==> src/common/crcc_pkg.sv <==
/*
 crc control/status package: register offsets, field positions, reset values.
 assumes a 32-bit apb slave with word-aligned registers.
*/
// Contract
// - five-bit valid word count; max 8 when length above 7, else 16
// - read-only empty and full flags track the input fifo
// - writing one to start bit launches the shifter draining the fifo
// - bits 15-14 and bit 5 read zero and ignore writes
`default_nettype none
package crcc_pkg;
    localparam logic [11:0] CRCC_CTRL_OFS   = 12'h000;
    localparam logic [11:0] CRCC_DATA_OFS   = 12'h004;
    localparam logic [11:0] CRCC_IRQ_ST_OFS = 12'h008;
    localparam logic [11:0] CRCC_IRQ_MK_OFS = 12'h00C;
    localparam int          CRCC_PLEN_LSB   = 0;
    localparam int          CRCC_GO_BIT     = 4;
    localparam int          CRCC_EMPTY_BIT  = 6;
    localparam int          CRCC_FULL_BIT   = 7;
    localparam int          CRCC_VW_LSB     = 8;
    localparam int          CRCC_IDLE_BIT   = 13;
    localparam logic [3:0]  CRCC_PLEN_RST   = 4'h0;
    localparam logic [3:0]  CRCC_WIDE_PLEN  = 4'h7;
    localparam logic [4:0]  CRCC_DEPTH_WIDE = 5'h08;
    localparam logic [4:0]  CRCC_DEPTH_NARR = 5'h10;
    localparam int          CRCC_SHIFT_CYC  = 16;
    localparam int          CRCC_IRQ_EMPTY  = 0;
    localparam int          CRCC_IRQ_FULL   = 1;
    localparam int          CRCC_IRQ_DONE   = 2;
endpackage : crcc_pkg
`default_nettype wire

==> src/common/crcc_shift_if.sv <==
/*
 carrier between control top and shifter.
 assumes one clock domain.
*/
`timescale 1ns/1ps
`default_nettype none
interface crcc_shift_if;
    logic        word_valid;
    logic        word_take;
    logic [15:0] word;
    logic        run;
    logic        busy;
    logic        done;
    modport ctrl (output word_valid, output word, output run, input word_take,
                  input busy, input done);
    modport shft (input word_valid, input word, input run, output word_take,
                  output busy, output done);
endinterface : crcc_shift_if
`default_nettype wire

==> src/rtl/crcc_top.sv <==
/*
 crc control/status block with apb slave, input fifo and interrupt.
 assumes idle_mode_in is an asynchronous level from the power manager.
*/
// Local design decisions: the APB interface to the registers and the address map.
`timescale 1ns/1ps
`default_nettype none
module crcc_top (
    input  wire logic        pclk,
    input  wire logic        presetn,
    input  wire logic        psel,
    input  wire logic        penable,
    input  wire logic        pwrite,
    input  wire logic [11:0] paddr,
    input  wire logic [31:0] pwdata,
    input  wire logic [3:0]  pstrb,
    output logic      [31:0] prdata,
    output logic             pready,
    output logic             pslverr,
    input  wire logic        idle_mode_in,
    output logic             irq
);
    crcc_shift_if sif ();
    crcc_shifter u_shift (.pclk(pclk), .presetn(presetn), .sif(sif));

    logic [15:0] mem_q [16];
    logic [15:0] mem_d [16];
    logic [3:0]  rd_q, rd_d, wr_q, wr_d;
    logic [4:0]  valid_word_count_q, valid_word_count_d;
    logic [3:0]  poly_length_minus_one_q, poly_length_minus_one_d;
    logic        idle_halt_select_q, idle_halt_select_d;
    logic        shifter_launch_q, shifter_launch_d;
    logic [2:0]  st_q, st_d, mk_q, mk_d;
    logic [2:0]  idle_sync_q;
    logic [31:0] prdata_d;
    logic        pslverr_d, irq_d, pready_d;
    logic        idle_now, run, wr_acc, rd_acc, push, pop, fifo_full, fifo_empty;
    logic [4:0]  depth;
    logic        setup;
    logic        idle_stable_q, idle_stable_d;

    function automatic logic [4:0] crcc_depth(input logic [3:0] plen);
        crcc_depth = (plen > crcc_pkg::CRCC_WIDE_PLEN) ? crcc_pkg::CRCC_DEPTH_WIDE
                                                       : crcc_pkg::CRCC_DEPTH_NARR;
    endfunction : crcc_depth

    // idle level from another domain: taken only when stages two and three agree
    assign idle_now   = idle_stable_q;
    assign setup      = psel && !penable;
    assign depth      = crcc_depth(poly_length_minus_one_q);
    assign fifo_empty = (valid_word_count_q == 5'h00);
    assign fifo_full  = (valid_word_count_q >= depth);
    assign wr_acc     = psel && penable && pwrite;
    assign rd_acc     = psel && penable && !pwrite;
    // refusal decided in setup; pops can only free room before the access edge
    assign push       = wr_acc && (paddr == crcc_pkg::CRCC_DATA_OFS) && !pslverr;
    assign pop        = sif.word_take;
    assign run        = shifter_launch_q && !(idle_halt_select_q && idle_now);
    assign sif.run        = run;
    assign sif.word_valid = !fifo_empty;
    assign sif.word       = mem_q[rd_q];

    always_comb begin
        mem_d                   = mem_q;
        rd_d                    = rd_q;
        wr_d                    = wr_q;
        valid_word_count_d      = valid_word_count_q;
        poly_length_minus_one_d = poly_length_minus_one_q;
        idle_halt_select_d      = idle_halt_select_q;
        shifter_launch_d        = shifter_launch_q;
        mk_d                    = mk_q;
        st_d                    = st_q;
        idle_stable_d           = idle_stable_q;
        prdata_d                = 32'h0000_0000;
        pslverr_d               = 1'b0;
        if (push) begin
            mem_d[wr_q] = pwdata[15:0];
            // pointers wrap at full storage so a depth change keeps held words
            wr_d        = wr_q + 4'h1;
        end
        if (pop) begin
            rd_d = rd_q + 4'h1;
        end
        if (idle_sync_q[2] == idle_sync_q[1]) begin
            idle_stable_d = idle_sync_q[2];
        end
        valid_word_count_d = valid_word_count_q + 5'(push) - 5'(pop);
        // launch clears once the fifo is drained and the shifter idles
        if (shifter_launch_q && fifo_empty && !sif.busy && !push) begin
            shifter_launch_d = 1'b0;
        end
        if (wr_acc) begin
            case (paddr)
                crcc_pkg::CRCC_CTRL_OFS: begin
                    poly_length_minus_one_d = pwdata[crcc_pkg::CRCC_PLEN_LSB +: 4];
                    if (pwdata[crcc_pkg::CRCC_GO_BIT]) begin
                        shifter_launch_d = 1'b1;
                    end
                    idle_halt_select_d = pwdata[crcc_pkg::CRCC_IDLE_BIT];
                end
                crcc_pkg::CRCC_IRQ_MK_OFS: mk_d = pwdata[2:0];
                default:                   ;
            endcase
        end
        // read data and error decided in setup so they stand with pready
        if (setup) begin
            case (paddr)
                crcc_pkg::CRCC_CTRL_OFS,
                crcc_pkg::CRCC_IRQ_ST_OFS,
                crcc_pkg::CRCC_IRQ_MK_OFS: ;
                crcc_pkg::CRCC_DATA_OFS:   pslverr_d = pwrite && fifo_full;
                default:                   pslverr_d = 1'b1;
            endcase
        end
        // only the bits actually returned are cleared
        if (rd_acc && paddr == crcc_pkg::CRCC_IRQ_ST_OFS) begin
            st_d = st_q & ~prdata[2:0];
        end
        if (setup && !pwrite) begin
            case (paddr)
                crcc_pkg::CRCC_CTRL_OFS: begin
                    prdata_d[crcc_pkg::CRCC_PLEN_LSB +: 4] = poly_length_minus_one_q;
                    prdata_d[crcc_pkg::CRCC_GO_BIT]        = shifter_launch_q;
                    prdata_d[crcc_pkg::CRCC_EMPTY_BIT]     = fifo_empty;
                    prdata_d[crcc_pkg::CRCC_FULL_BIT]      = fifo_full;
                    prdata_d[crcc_pkg::CRCC_VW_LSB +: 5]   = valid_word_count_q;
                    prdata_d[crcc_pkg::CRCC_IDLE_BIT]      = idle_halt_select_q;
                end
                crcc_pkg::CRCC_IRQ_ST_OFS: prdata_d[2:0] = st_q;
                crcc_pkg::CRCC_IRQ_MK_OFS: prdata_d[2:0] = mk_q;
                default:                   ;
            endcase
        end
        // events set after the read clear, so set wins
        if (valid_word_count_d == 5'h00 && valid_word_count_q != 5'h00) begin
            st_d[crcc_pkg::CRCC_IRQ_EMPTY] = 1'b1;
        end
        if (push && valid_word_count_d >= depth) begin
            st_d[crcc_pkg::CRCC_IRQ_FULL] = 1'b1;
        end
        if (sif.done) begin
            st_d[crcc_pkg::CRCC_IRQ_DONE] = 1'b1;
        end
        irq_d    = |(st_d & mk_d);
        pready_d = psel && !penable;
    end

    always_ff @(posedge pclk or negedge presetn) begin
        if (!presetn) begin
            for (int i = 0; i < 16; i++) begin
                mem_q[i] <= 16'h0000;
            end
            rd_q                    <= 4'h0;
            wr_q                    <= 4'h0;
            valid_word_count_q      <= 5'h00;
            poly_length_minus_one_q <= crcc_pkg::CRCC_PLEN_RST;
            idle_halt_select_q      <= 1'b0;
            shifter_launch_q        <= 1'b0;
            st_q                    <= 3'h0;
            mk_q                    <= 3'h0;
            idle_sync_q             <= 3'h0;
            idle_stable_q           <= 1'b0;
            prdata                  <= 32'h0000_0000;
            pslverr                 <= 1'b0;
            pready                  <= 1'b0;
            irq                     <= 1'b0;
        end else begin
            mem_q                   <= mem_d;
            rd_q                    <= rd_d;
            wr_q                    <= wr_d;
            valid_word_count_q      <= valid_word_count_d;
            poly_length_minus_one_q <= poly_length_minus_one_d;
            idle_halt_select_q      <= idle_halt_select_d;
            shifter_launch_q        <= shifter_launch_d;
            st_q                    <= st_d;
            mk_q                    <= mk_d;
            idle_sync_q             <= {idle_sync_q[1:0], idle_mode_in};
            idle_stable_q           <= idle_stable_d;
            prdata                  <= prdata_d;
            pslverr                 <= pslverr_d;
            pready                  <= pready_d;
            irq                     <= irq_d;
        end
    end

    property p_count_cap;
        @(posedge pclk) disable iff (!presetn) valid_word_count_q <= crcc_pkg::CRCC_DEPTH_NARR;
    endproperty
    a_count_cap: assert property (p_count_cap) else $error("count over 16");
    property p_empty;
        @(posedge pclk) disable iff (!presetn)
            setup && !pwrite && paddr == crcc_pkg::CRCC_CTRL_OFS && valid_word_count_q == 5'h00
            |=> prdata[crcc_pkg::CRCC_EMPTY_BIT] && !prdata[crcc_pkg::CRCC_FULL_BIT];
    endproperty
    a_empty: assert property (p_empty) else $error("empty flag wrong");
    property p_go;
        @(posedge pclk) disable iff (!presetn)
            wr_acc && paddr == crcc_pkg::CRCC_CTRL_OFS && pwdata[crcc_pkg::CRCC_GO_BIT]
            |=> shifter_launch_q;
    endproperty
    a_go: assert property (p_go) else $error("start not taken");
    property p_resv;
        @(posedge pclk) disable iff (!presetn)
            pready && !pwrite |-> prdata[15:14] == 2'h0 && prdata[5] == 1'b0;
    endproperty
    a_resv: assert property (p_resv) else $error("reserved bit set");
    property p_idle;
        @(posedge pclk) disable iff (!presetn)
            idle_halt_select_q && idle_now |-> !sif.word_take;
    endproperty
    a_idle: assert property (p_idle) else $error("word taken in idle");
    property p_ready;
        @(posedge pclk) disable iff (!presetn) psel && !penable |=> pready;
    endproperty
    a_ready: assert property (p_ready) else $error("no ready");
    property p_irq;
        @(posedge pclk) disable iff (!presetn) (|(st_q & mk_q)) |-> ##[0:1] irq;
    endproperty
    a_irq: assert property (p_irq) else $error("irq missing");
    property p_wide;
        @(posedge pclk) disable iff (!presetn)
            poly_length_minus_one_q > crcc_pkg::CRCC_WIDE_PLEN && valid_word_count_q
            == crcc_pkg::CRCC_DEPTH_WIDE |-> fifo_full;
    endproperty
    a_wide: assert property (p_wide) else $error("wide full wrong");
    c_full: cover property (@(posedge pclk) fifo_full);
    c_done: cover property (@(posedge pclk) sif.done);
    c_idle: cover property (@(posedge pclk) shifter_launch_q && !run);
endmodule : crcc_top
`default_nettype wire

==> src/rtl/crcc_shifter.sv <==
/*
 serial shifter timing: takes a word, spends a fixed count of cycles per word.
 assumes run gates progress; arithmetic is outside this block.
*/
`timescale 1ns/1ps
`default_nettype none
module crcc_shifter (
    input  wire logic  pclk,
    input  wire logic  presetn,
    crcc_shift_if.shft sif
);
    typedef enum logic [0:0] {CRCC_IDLE, CRCC_SHIFT} crcc_st_e;
    crcc_st_e   st_q, st_d;
    logic [4:0] cnt_q, cnt_d;
    logic       take_d, done_d;

    always_comb begin
        st_d   = st_q;
        cnt_d  = cnt_q;
        take_d = 1'b0;
        done_d = 1'b0;
        case (st_q)
            CRCC_IDLE: begin
                if (sif.run && sif.word_valid) begin
                    take_d = 1'b1;
                    cnt_d  = 5'(crcc_pkg::CRCC_SHIFT_CYC - 1);
                    st_d   = CRCC_SHIFT;
                end
            end
            CRCC_SHIFT: begin
                if (sif.run) begin
                    if (cnt_q == 5'h00) begin
                        st_d   = CRCC_IDLE;
                        done_d = 1'b1;
                    end else begin
                        cnt_d = cnt_q - 5'h01;
                    end
                end
            end
            default: st_d = CRCC_IDLE;
        endcase
    end

    always_ff @(posedge pclk or negedge presetn) begin
        if (!presetn) begin
            st_q  <= CRCC_IDLE;
            cnt_q <= 5'h00;
        end else begin
            st_q  <= st_d;
            cnt_q <= cnt_d;
        end
    end

    assign sif.word_take = take_d;
    assign sif.done      = done_d;
    assign sif.busy      = (st_q == CRCC_SHIFT);
endmodule : crcc_shifter
`default_nettype wire

==> config.mk <==
export PLATFORM = sky130hd
export DESIGN_NAME = crcc_top
export DESIGN_NICKNAME = d
export VERILOG_FILES = /design/src/common/crcc_pkg.sv /design/src/common/crcc_shift_if.sv /design/src/rtl/crcc_top.sv /design/src/rtl/crcc_shifter.sv
export SDC_FILE = /design/constraint.sdc
export NUM_CORES = 1
export LEC_CHECK = 0
export BUFFER_PORTS_ARGS = -buffer_cell sky130_fd_sc_hd__buf_4
export CAP_MARGIN = 0
export CORE_MARGIN = 3
export CORE_UTILIZATION = 52
export CTS_CLUSTER_SIZE = 8
export DETAILED_ROUTE_END_ITERATION = 10
export PLACE_DENSITY = 0.85
export SLEW_MARGIN = 25
export SYNTH_ARGS = -nofsm -noshare
export SYNTH_HDL_FRONTEND = slang
export SYNTH_SLANG_ARGS = --single-unit
==> constraint.sdc <==
create_clock -name pclk -period 10.5 [get_ports pclk]
set_input_delay 3.15 -clock pclk [delete_from_list [all_inputs] [get_ports pclk]]
set_output_delay 3.15 -clock pclk [all_outputs]
set_load 0.02 [all_outputs]
# Yosys cells after proc, flatten, opt, wreduce, memory -nomap -nowiden
# Cells that the tools add are included.
dict set report totals {
  out_inout_bits 35
  register_bits 43
  elab_cells 94
  input_bits 54
}
dict set report classes {
  add_sub_neg 3
  n_eq_ne 7
  bitwise 4
  reduce_logical 33
  n_mux 30
  magnitude_cmp 3
}
# op n
set ops {}
lappend ops {{$mux W5} 5}
lappend ops {{$eq A12 B4 Y1 const B} 2}
lappend ops {{$logic_and A1 B1 Y1} 17}
lappend ops {{$mux W8} 2}
lappend ops {{$logic_not A5 Y1} 3}
lappend ops {{$mux W1} 15}
lappend ops {{$eq A12 B3 Y1 const B} 1}
lappend ops {{$logic_not A12 Y1} 1}
lappend ops {{$ge A5 B5 Y1} 2}
lappend ops {{$pmux W5 S2} 1}
lappend ops {{$mux W3} 3}
lappend ops {{$pmux W3 S3} 1}
lappend ops {{$logic_not A1 Y1} 7}
lappend ops {{$and A3 B3 Y3} 2}
lappend ops {{$reduce_or A3 Y1} 2}
lappend ops {{$add A5 B1 Y5} 1}
lappend ops {{$reduce_bool A5 Y1} 1}
lappend ops {{$sub A5 B1 Y5} 1}
lappend ops {{$sub A5 B1 Y5 const B} 1}
lappend ops {{$gt A4 B3 Y1 const B} 1}
lappend ops {{$ne A2 B1 Y1 const B} 2}
lappend ops {{$pmux W1 S2} 2}
lappend ops {{$not A3 Y3} 1}
lappend ops {{$reduce_and A3 Y1} 1}
lappend ops {{5 further kinds} 5}

# Depth between registers and ports, before layout
dict set report depth {
  depth_word 12
  ltp_mapped 18
}

# Modules after synthesis
# From an unflattened synthesis, not the netlist that was laid out.
dict set report unflattened {
  cells_unflattened 908
  hier_area_um2 14326.2
}
# mod area_each_um2 cells_per_inst seq_area_each_um2 n_inst
set modules_own_cells {}
lappend modules_own_cells {crcc_top 13993.4 876 7532.2 1}
lappend modules_own_cells {crcc_shifter 332.8 32 150.1 1}

# Least setup slack after synthesis
# No wires, ideal clock.
dict set report synth_path {
  path_kind {input to register}
  start {input paddr[1]}
  end {register irq}
  n_path_buf 0
  t_arrival_ps 6306
  path_stages 15
  setup_ps 141
  path_slack_ps 4053
  required_ps 10359
  path_cell_list {or4_4 > nor4_4 > nand4b_1 > ha_1 > inv_1 > ha_1 > fa_1 > a21oi_1 > o21bai_1 > xnor2_1 > inv_1 > ha_1 > a21oi_1 > a2bb2oi_1 > o221ai_1}
}
dict set report synth_between {
  elab_chain_len 10
  word_cells_on_any_way 20
  cone_classes {add/sub (2); order compare (1); eq/ne (3); mux (6); bitwise (1); reduce/logical (7)}
}
# element line_no
set synth_rtl {}
lappend synth_rtl {{start, declared} crcc_top.sv:14} ;# input wire logic [11:0] paddr,
lappend synth_rtl {{$eq A12 B3 Y1 (*)} crcc_top.sv:56} ;# assign push = wr_acc && (paddr == crcc_pkg::CRCC_DATA_OFS) && !pslverr;
lappend synth_rtl {{$logic_and A1 B1 Y1 (*) (2 in series)} crcc_top.sv:56}
lappend synth_rtl {{$add A5 B1 Y5 (*)} crcc_top.sv:87} ;# valid_word_count_d = valid_word_count_q + 5'(push) - 5'(pop);
lappend synth_rtl {{$sub A5 B1 Y5 (*)} crcc_top.sv:87}
lappend synth_rtl {{named net valid_word_count_d[4]} crcc_top.sv:29} ;# logic [4:0] valid_word_count_q, valid_word_count_d;
lappend synth_rtl {{$ge A5 B5 Y1 or $logic_not A5 Y1 (tied branches)} {crcc_top.sv:138, crcc_top.sv:135}}
lappend synth_rtl {{$logic_and A1 B1 Y1 (on tied branches)} {crcc_top.sv:138, crcc_top.sv:135}}
lappend synth_rtl {{$mux W1 (on tied branches)} {crcc_top.sv:138, crcc_top.sv:135}}
lappend synth_rtl {{$and A3 B3 Y3 (*)} crcc_top.sv:144} ;# irq_d = |(st_d & mk_d);
lappend synth_rtl {{$reduce_or A3 Y1 (*)} crcc_top.sv:144}
lappend synth_rtl {{named net irq_d} crcc_top.sv:36} ;# logic pslverr_d, irq_d, pready_d;
lappend synth_rtl {{end signal, assigned} crcc_top.sv:182} ;# irq <= irq_d;
lappend synth_rtl {{end, declared} crcc_top.sv:21} ;# output logic irq
# The timed path passes the listed nets; every way through them passes the cells marked *.
# A chain may end at the register's enable or synchronous reset.

# Final worst setup path
# Ends and elaborated chain as after synthesis.

==> impl_metrics.json <==
{
  "internal-power_w": 0.000267,
  "path_class": "input port to register",
  "hold_depth": 0,
  "critPathLaunchType": "input port",
  "seqPwrFrac_pct": 47.4,
  "yosys_warnings": 0,
  "n_antenna_cell": 0,
  "core_sq_um": 4060,
  "power_w": 0.000391,
  "cts_tree": "done",
  "grt.busiest_layer": "met2",
  "fmax_ghz": 0.150,
  "globalplace.congestion": 0.813,
  "areaGrowthSynthToFinish_pct": 15.8,
  "setup_viol": 0,
  "power_density_nw_per_um2": 153,
  "cts_setup_buffers": 0,
  "synth_edf_count": 0,
  "setup-tns-final_ns": 0,
  "gr-total-overflow": 0,
  "synthXorXnorAreaFrac_pct": 2.78,
  "synth-seq-cells": 43,
  "synth_fa_ha_area_share_pct": 8.18,
  "drv_slew": 0,
  "dr.first_iter.drc_count": 129,
  "grt_max_degree": 44,
  "cp-end-kind": "register",
  "synth_top_family_by_area": "simple AND/OR/NAND/NOR gates",
  "cp.required_ns": 10.66,
  "via_per_inst": 5.15,
  "crit_path_frequent_cell": "ha_1",
  "async_flop_share_pct": 100,
  "path_depth": 16,
  "die_area_sq_um": 5050,
  "skew_ns": 0.00293,
  "cts-buffers-inserted": 5,
  "gr-usage-met2_pct": 27.3,
  "clock-sinks": 43,
  "clk_pin_slew_worst_paths_ns": 0.08,
  "fin_crit_ns": 6.67,
  "met1_usage_pct": 21.6,
  "final_util_pct": 62.9,
  "max_cap_viol_count": 0,
  "post_cts_resized": 0,
  "finalNetCount": 311,
  "htreeDepth": 2,
  "drive_gt1_share_pct": 24.5,
  "synth_top_area_share_pct": 48.8,
  "tightestPinTransition_ns": 0.524,
  "path_delay_family": "adder cells",
  "rsz0062_at_grt": "no",
  "synth_area_sq_um": 2200,
  "ant_nets": 0,
  "grt_use_total_pct": 17.0,
  "vias": 1520,
  "synth-simple-area-share_pct": 16.8,
  "finalHoldViolCount": 0,
  "io_buffers": 39,
  "syn-mean-instance-area_sq_um": 10.8,
  "yosysUniqueCellTypes": 45,
  "chipHeight_microns": 71.1,
  "dr.pass1.iters": 5,
  "switchingPower_w": 0.000123,
  "die_w_microns": 71.1,
  "synthTopCellsByArea": "dfrtp_1 (49%), ha_1 (6.8%), buf_4 (6.5%), inv_1 (3.6%), and2_1 (3.1%)",
  "yosysSeqAreaShare_pct": 48.8,
  "critPathMaxFanout": 7,
  "power_frac_comb_pct": 27.0,
  "arrival_ns": 6.83,
  "crit_chain": "buf_4 -> or4_4 -> nor4_4 -> nand4b_1 -> ha_1 -> inv_1 -> ha_1 -> fa_1 -> a21oi_1 -> o21bai_1 -> xnor2_1 -> inv_1 -> ha_1 -> a21oi_1 -> a2bb2oi_1 -> o221ai_1",
  "initial_utilization_pct": 54.3,
  "cp_slowest_stage_delay_ns": 0.55,
  "cts_buffer_depth": 2,
  "path_buf_inv": 3,
  "clk_latency_ns": 0.30,
  "grt_use_met3_pct": 5.97,
  "rows": 23,
  "postSynthCellCount": 204,
  "synth_compound_area_share_pct": 7.33,
  "muxShareOfSynthArea_pct": 4.83,
  "synth_area_leader_cell": "dfrtp_1",
  "setup_slack_ns": 3.83,
  "grt_pass1_vias": 1464,
  "max_slew_margin_pct": 65.1,
  "hold_path_class": "register to register",
  "grt_pass1_wl_microns": 6660,
  "p_leak_nw": 1.37,
  "placed_cells": 287,
  "fill_cells": 325,
  "hpwl_microns": 3110,
  "avgRoutedWirePerCell_microns": 13.6,
  "finalCritPeriodShare_pct": 63.5,
  "fin_cells": 295,
  "route.detailed.drc": 0,
  "ir_drop_v": 0.000113,
  "ios": 89,
  "status": "finished clean",
  "worst-r2r-setup-slack_ns": 6.54,
  "root_buffer": "clkbuf_8",
  "cts_hold_buf": 0,
  "drt_wl_total_microns": 4000,
  "sw_frac_of_total_pct": 31.5,
  "synthFlopType": "dfrtp_1",
  "clockPowerShare_pct": 25.6,
  "antenna_found_initial": 0,
  "place_ws_ns": 3.55,
  "critPathSlowestCell": "or4_4",
  "r2r_cells": 19
}
-- worst paths after layout --
path	from	endpoint
min in group asynchronous	presetn	prdata[12]$_DFF_PN0_
hold / removal	idle_sync_q[0]$_DFF_PN0_	idle_sync_q[1]$_DFF_PN0_
max in group asynchronous	presetn	prdata[0]$_DFF_PN0_
setup / recovery	paddr[1]	irq$_DFF_PN0_
hold reg to reg	idle_sync_q[0]$_DFF_PN0_	idle_sync_q[1]$_DFF_PN0_
setup reg to reg	valid_word_count_q[3]$_DFF_PN0_	irq$_DFF_PN0_
-- routing by layer --
metal	wire, microns	share of wire, %
met1	1710	43
met2	1980	50
met3	250	6.3
met4	53	1.3
met5	0	0
-- power by group through the flow --
stage | clock [W] | sequential [W] | combinational [W]
after floorplan | 0 | 0.000187 | 0.0000831
after global placement | 0 | 0.000188 | 0.000101
after detailed placement | 0 | 0.000188 | 0.000104
after CTS | 0.000104 | 0.000185 | 0.000105
after global routing | 0.000111 | 0.000186 | 0.000121
final | 0.000100 | 0.000185 | 0.000105
-- cells in the final DEF, fill, tap and decap left out, types with 3 or more instances in the layout --
master    count
xnor2_1       4
nor2_1        6
nor4_1        6
and2_1       11
buf_4        40
nor3_1        3
mux2_2        5
inv_1        21
dfrtp_1      43
and3_1        3
ha_1         12
a21oi_1       7
mux2i_1       5
conb_1       19
xor2_1        3
clkbuf_8      5
nand3_1       9
o21ai_0       3
nand2_1       4
nand2b_1      3
clkinv_2      3
-- flip-flops by register name, summed over array words and instances, names as in the netlist, 3 cells and up --
register                 count
valid_word_count_q           5
mk_q                         3
idle_sync_q                  3
prdata                      13
u_shift.cnt_q                5
st_q                         3
poly_length_minus_one_q      4
-- worst register-to-register path, stage by stage, from the launching register on --
cell,delay [ns]
dfrtp_1,0.39
inv_1,0.14
ha_1,0.17
nor4b_1,0.27
buf_4,0.20
nand2b_1,0.11
nand2b_1,0.15
inv_1,0.07
ha_1,0.27
inv_1,0.04
ha_1,0.20
fa_1,0.40
a21oi_1,0.15
o21bai_1,0.09
xnor2_1,0.24
inv_1,0.09
ha_1,0.30
a21oi_1,0.13
a2bb2oi_1,0.24
o221ai_1,0.16
-- kinds of logic (layout without fill, tap and decap cells) --
family	after synthesis	after routing
AOI/OAI and AO/OA	24	24
xor gates and xnor gates	7	7
adders and majority gates	14	14
buffers and inverters	46	69
DFF	43	43
muxes	10	10
other	1	19
and+or+nand+nor	59	59
-- cell usage after synthesis, types with 2 or more instances --
master,n
nand3_1,9
mux2_2,5
nand4b_1,2
or4_4,2
nor2_1,6
clkbuf_1,5
xnor2_1,4
nor4b_1,2
and3_1,3
nor3_1,3
buf_4,19
nand2b_1,3
inv_1,21
nor4_1,6
mux2i_1,5
or2_2,2
ha_1,12
o21ai_0,3
xor2_1,3
a21oi_1,7
nand2_1,4
a2bb2oi_1,2
and2_1,11
dfrtp_1,43
a21boi_0,2
-- metrics by stage --
stage | cell area, sq um | hold slack (ns)
2_1_floorplan | 2270 | 0.331
3_3_place_gp | 2470 | 0.338
3_5_place_dp | 2470 | 0.341
4_1_cts | 2550 | 0.359
5_1_grt | 2550 | 0.372
6_report | 2550 | 0.354
-- final cells by class --
cell class / instances / area [sq um] / share of cell area, %
inverters: 21 / 78.8 / 3.09
multi-input cells: 133 / 950 / 37.2
well taps: 50 / 62.6 / 2.45
repair buffers: 40 / 300 / 11.8
clock buffers: 5 / 68.8 / 2.70
clock inverters: 3 / 15.0 / 0.589
flip-flops and latches: 43 / 1080 / 42.2
(Power assumes the default switching activity.)
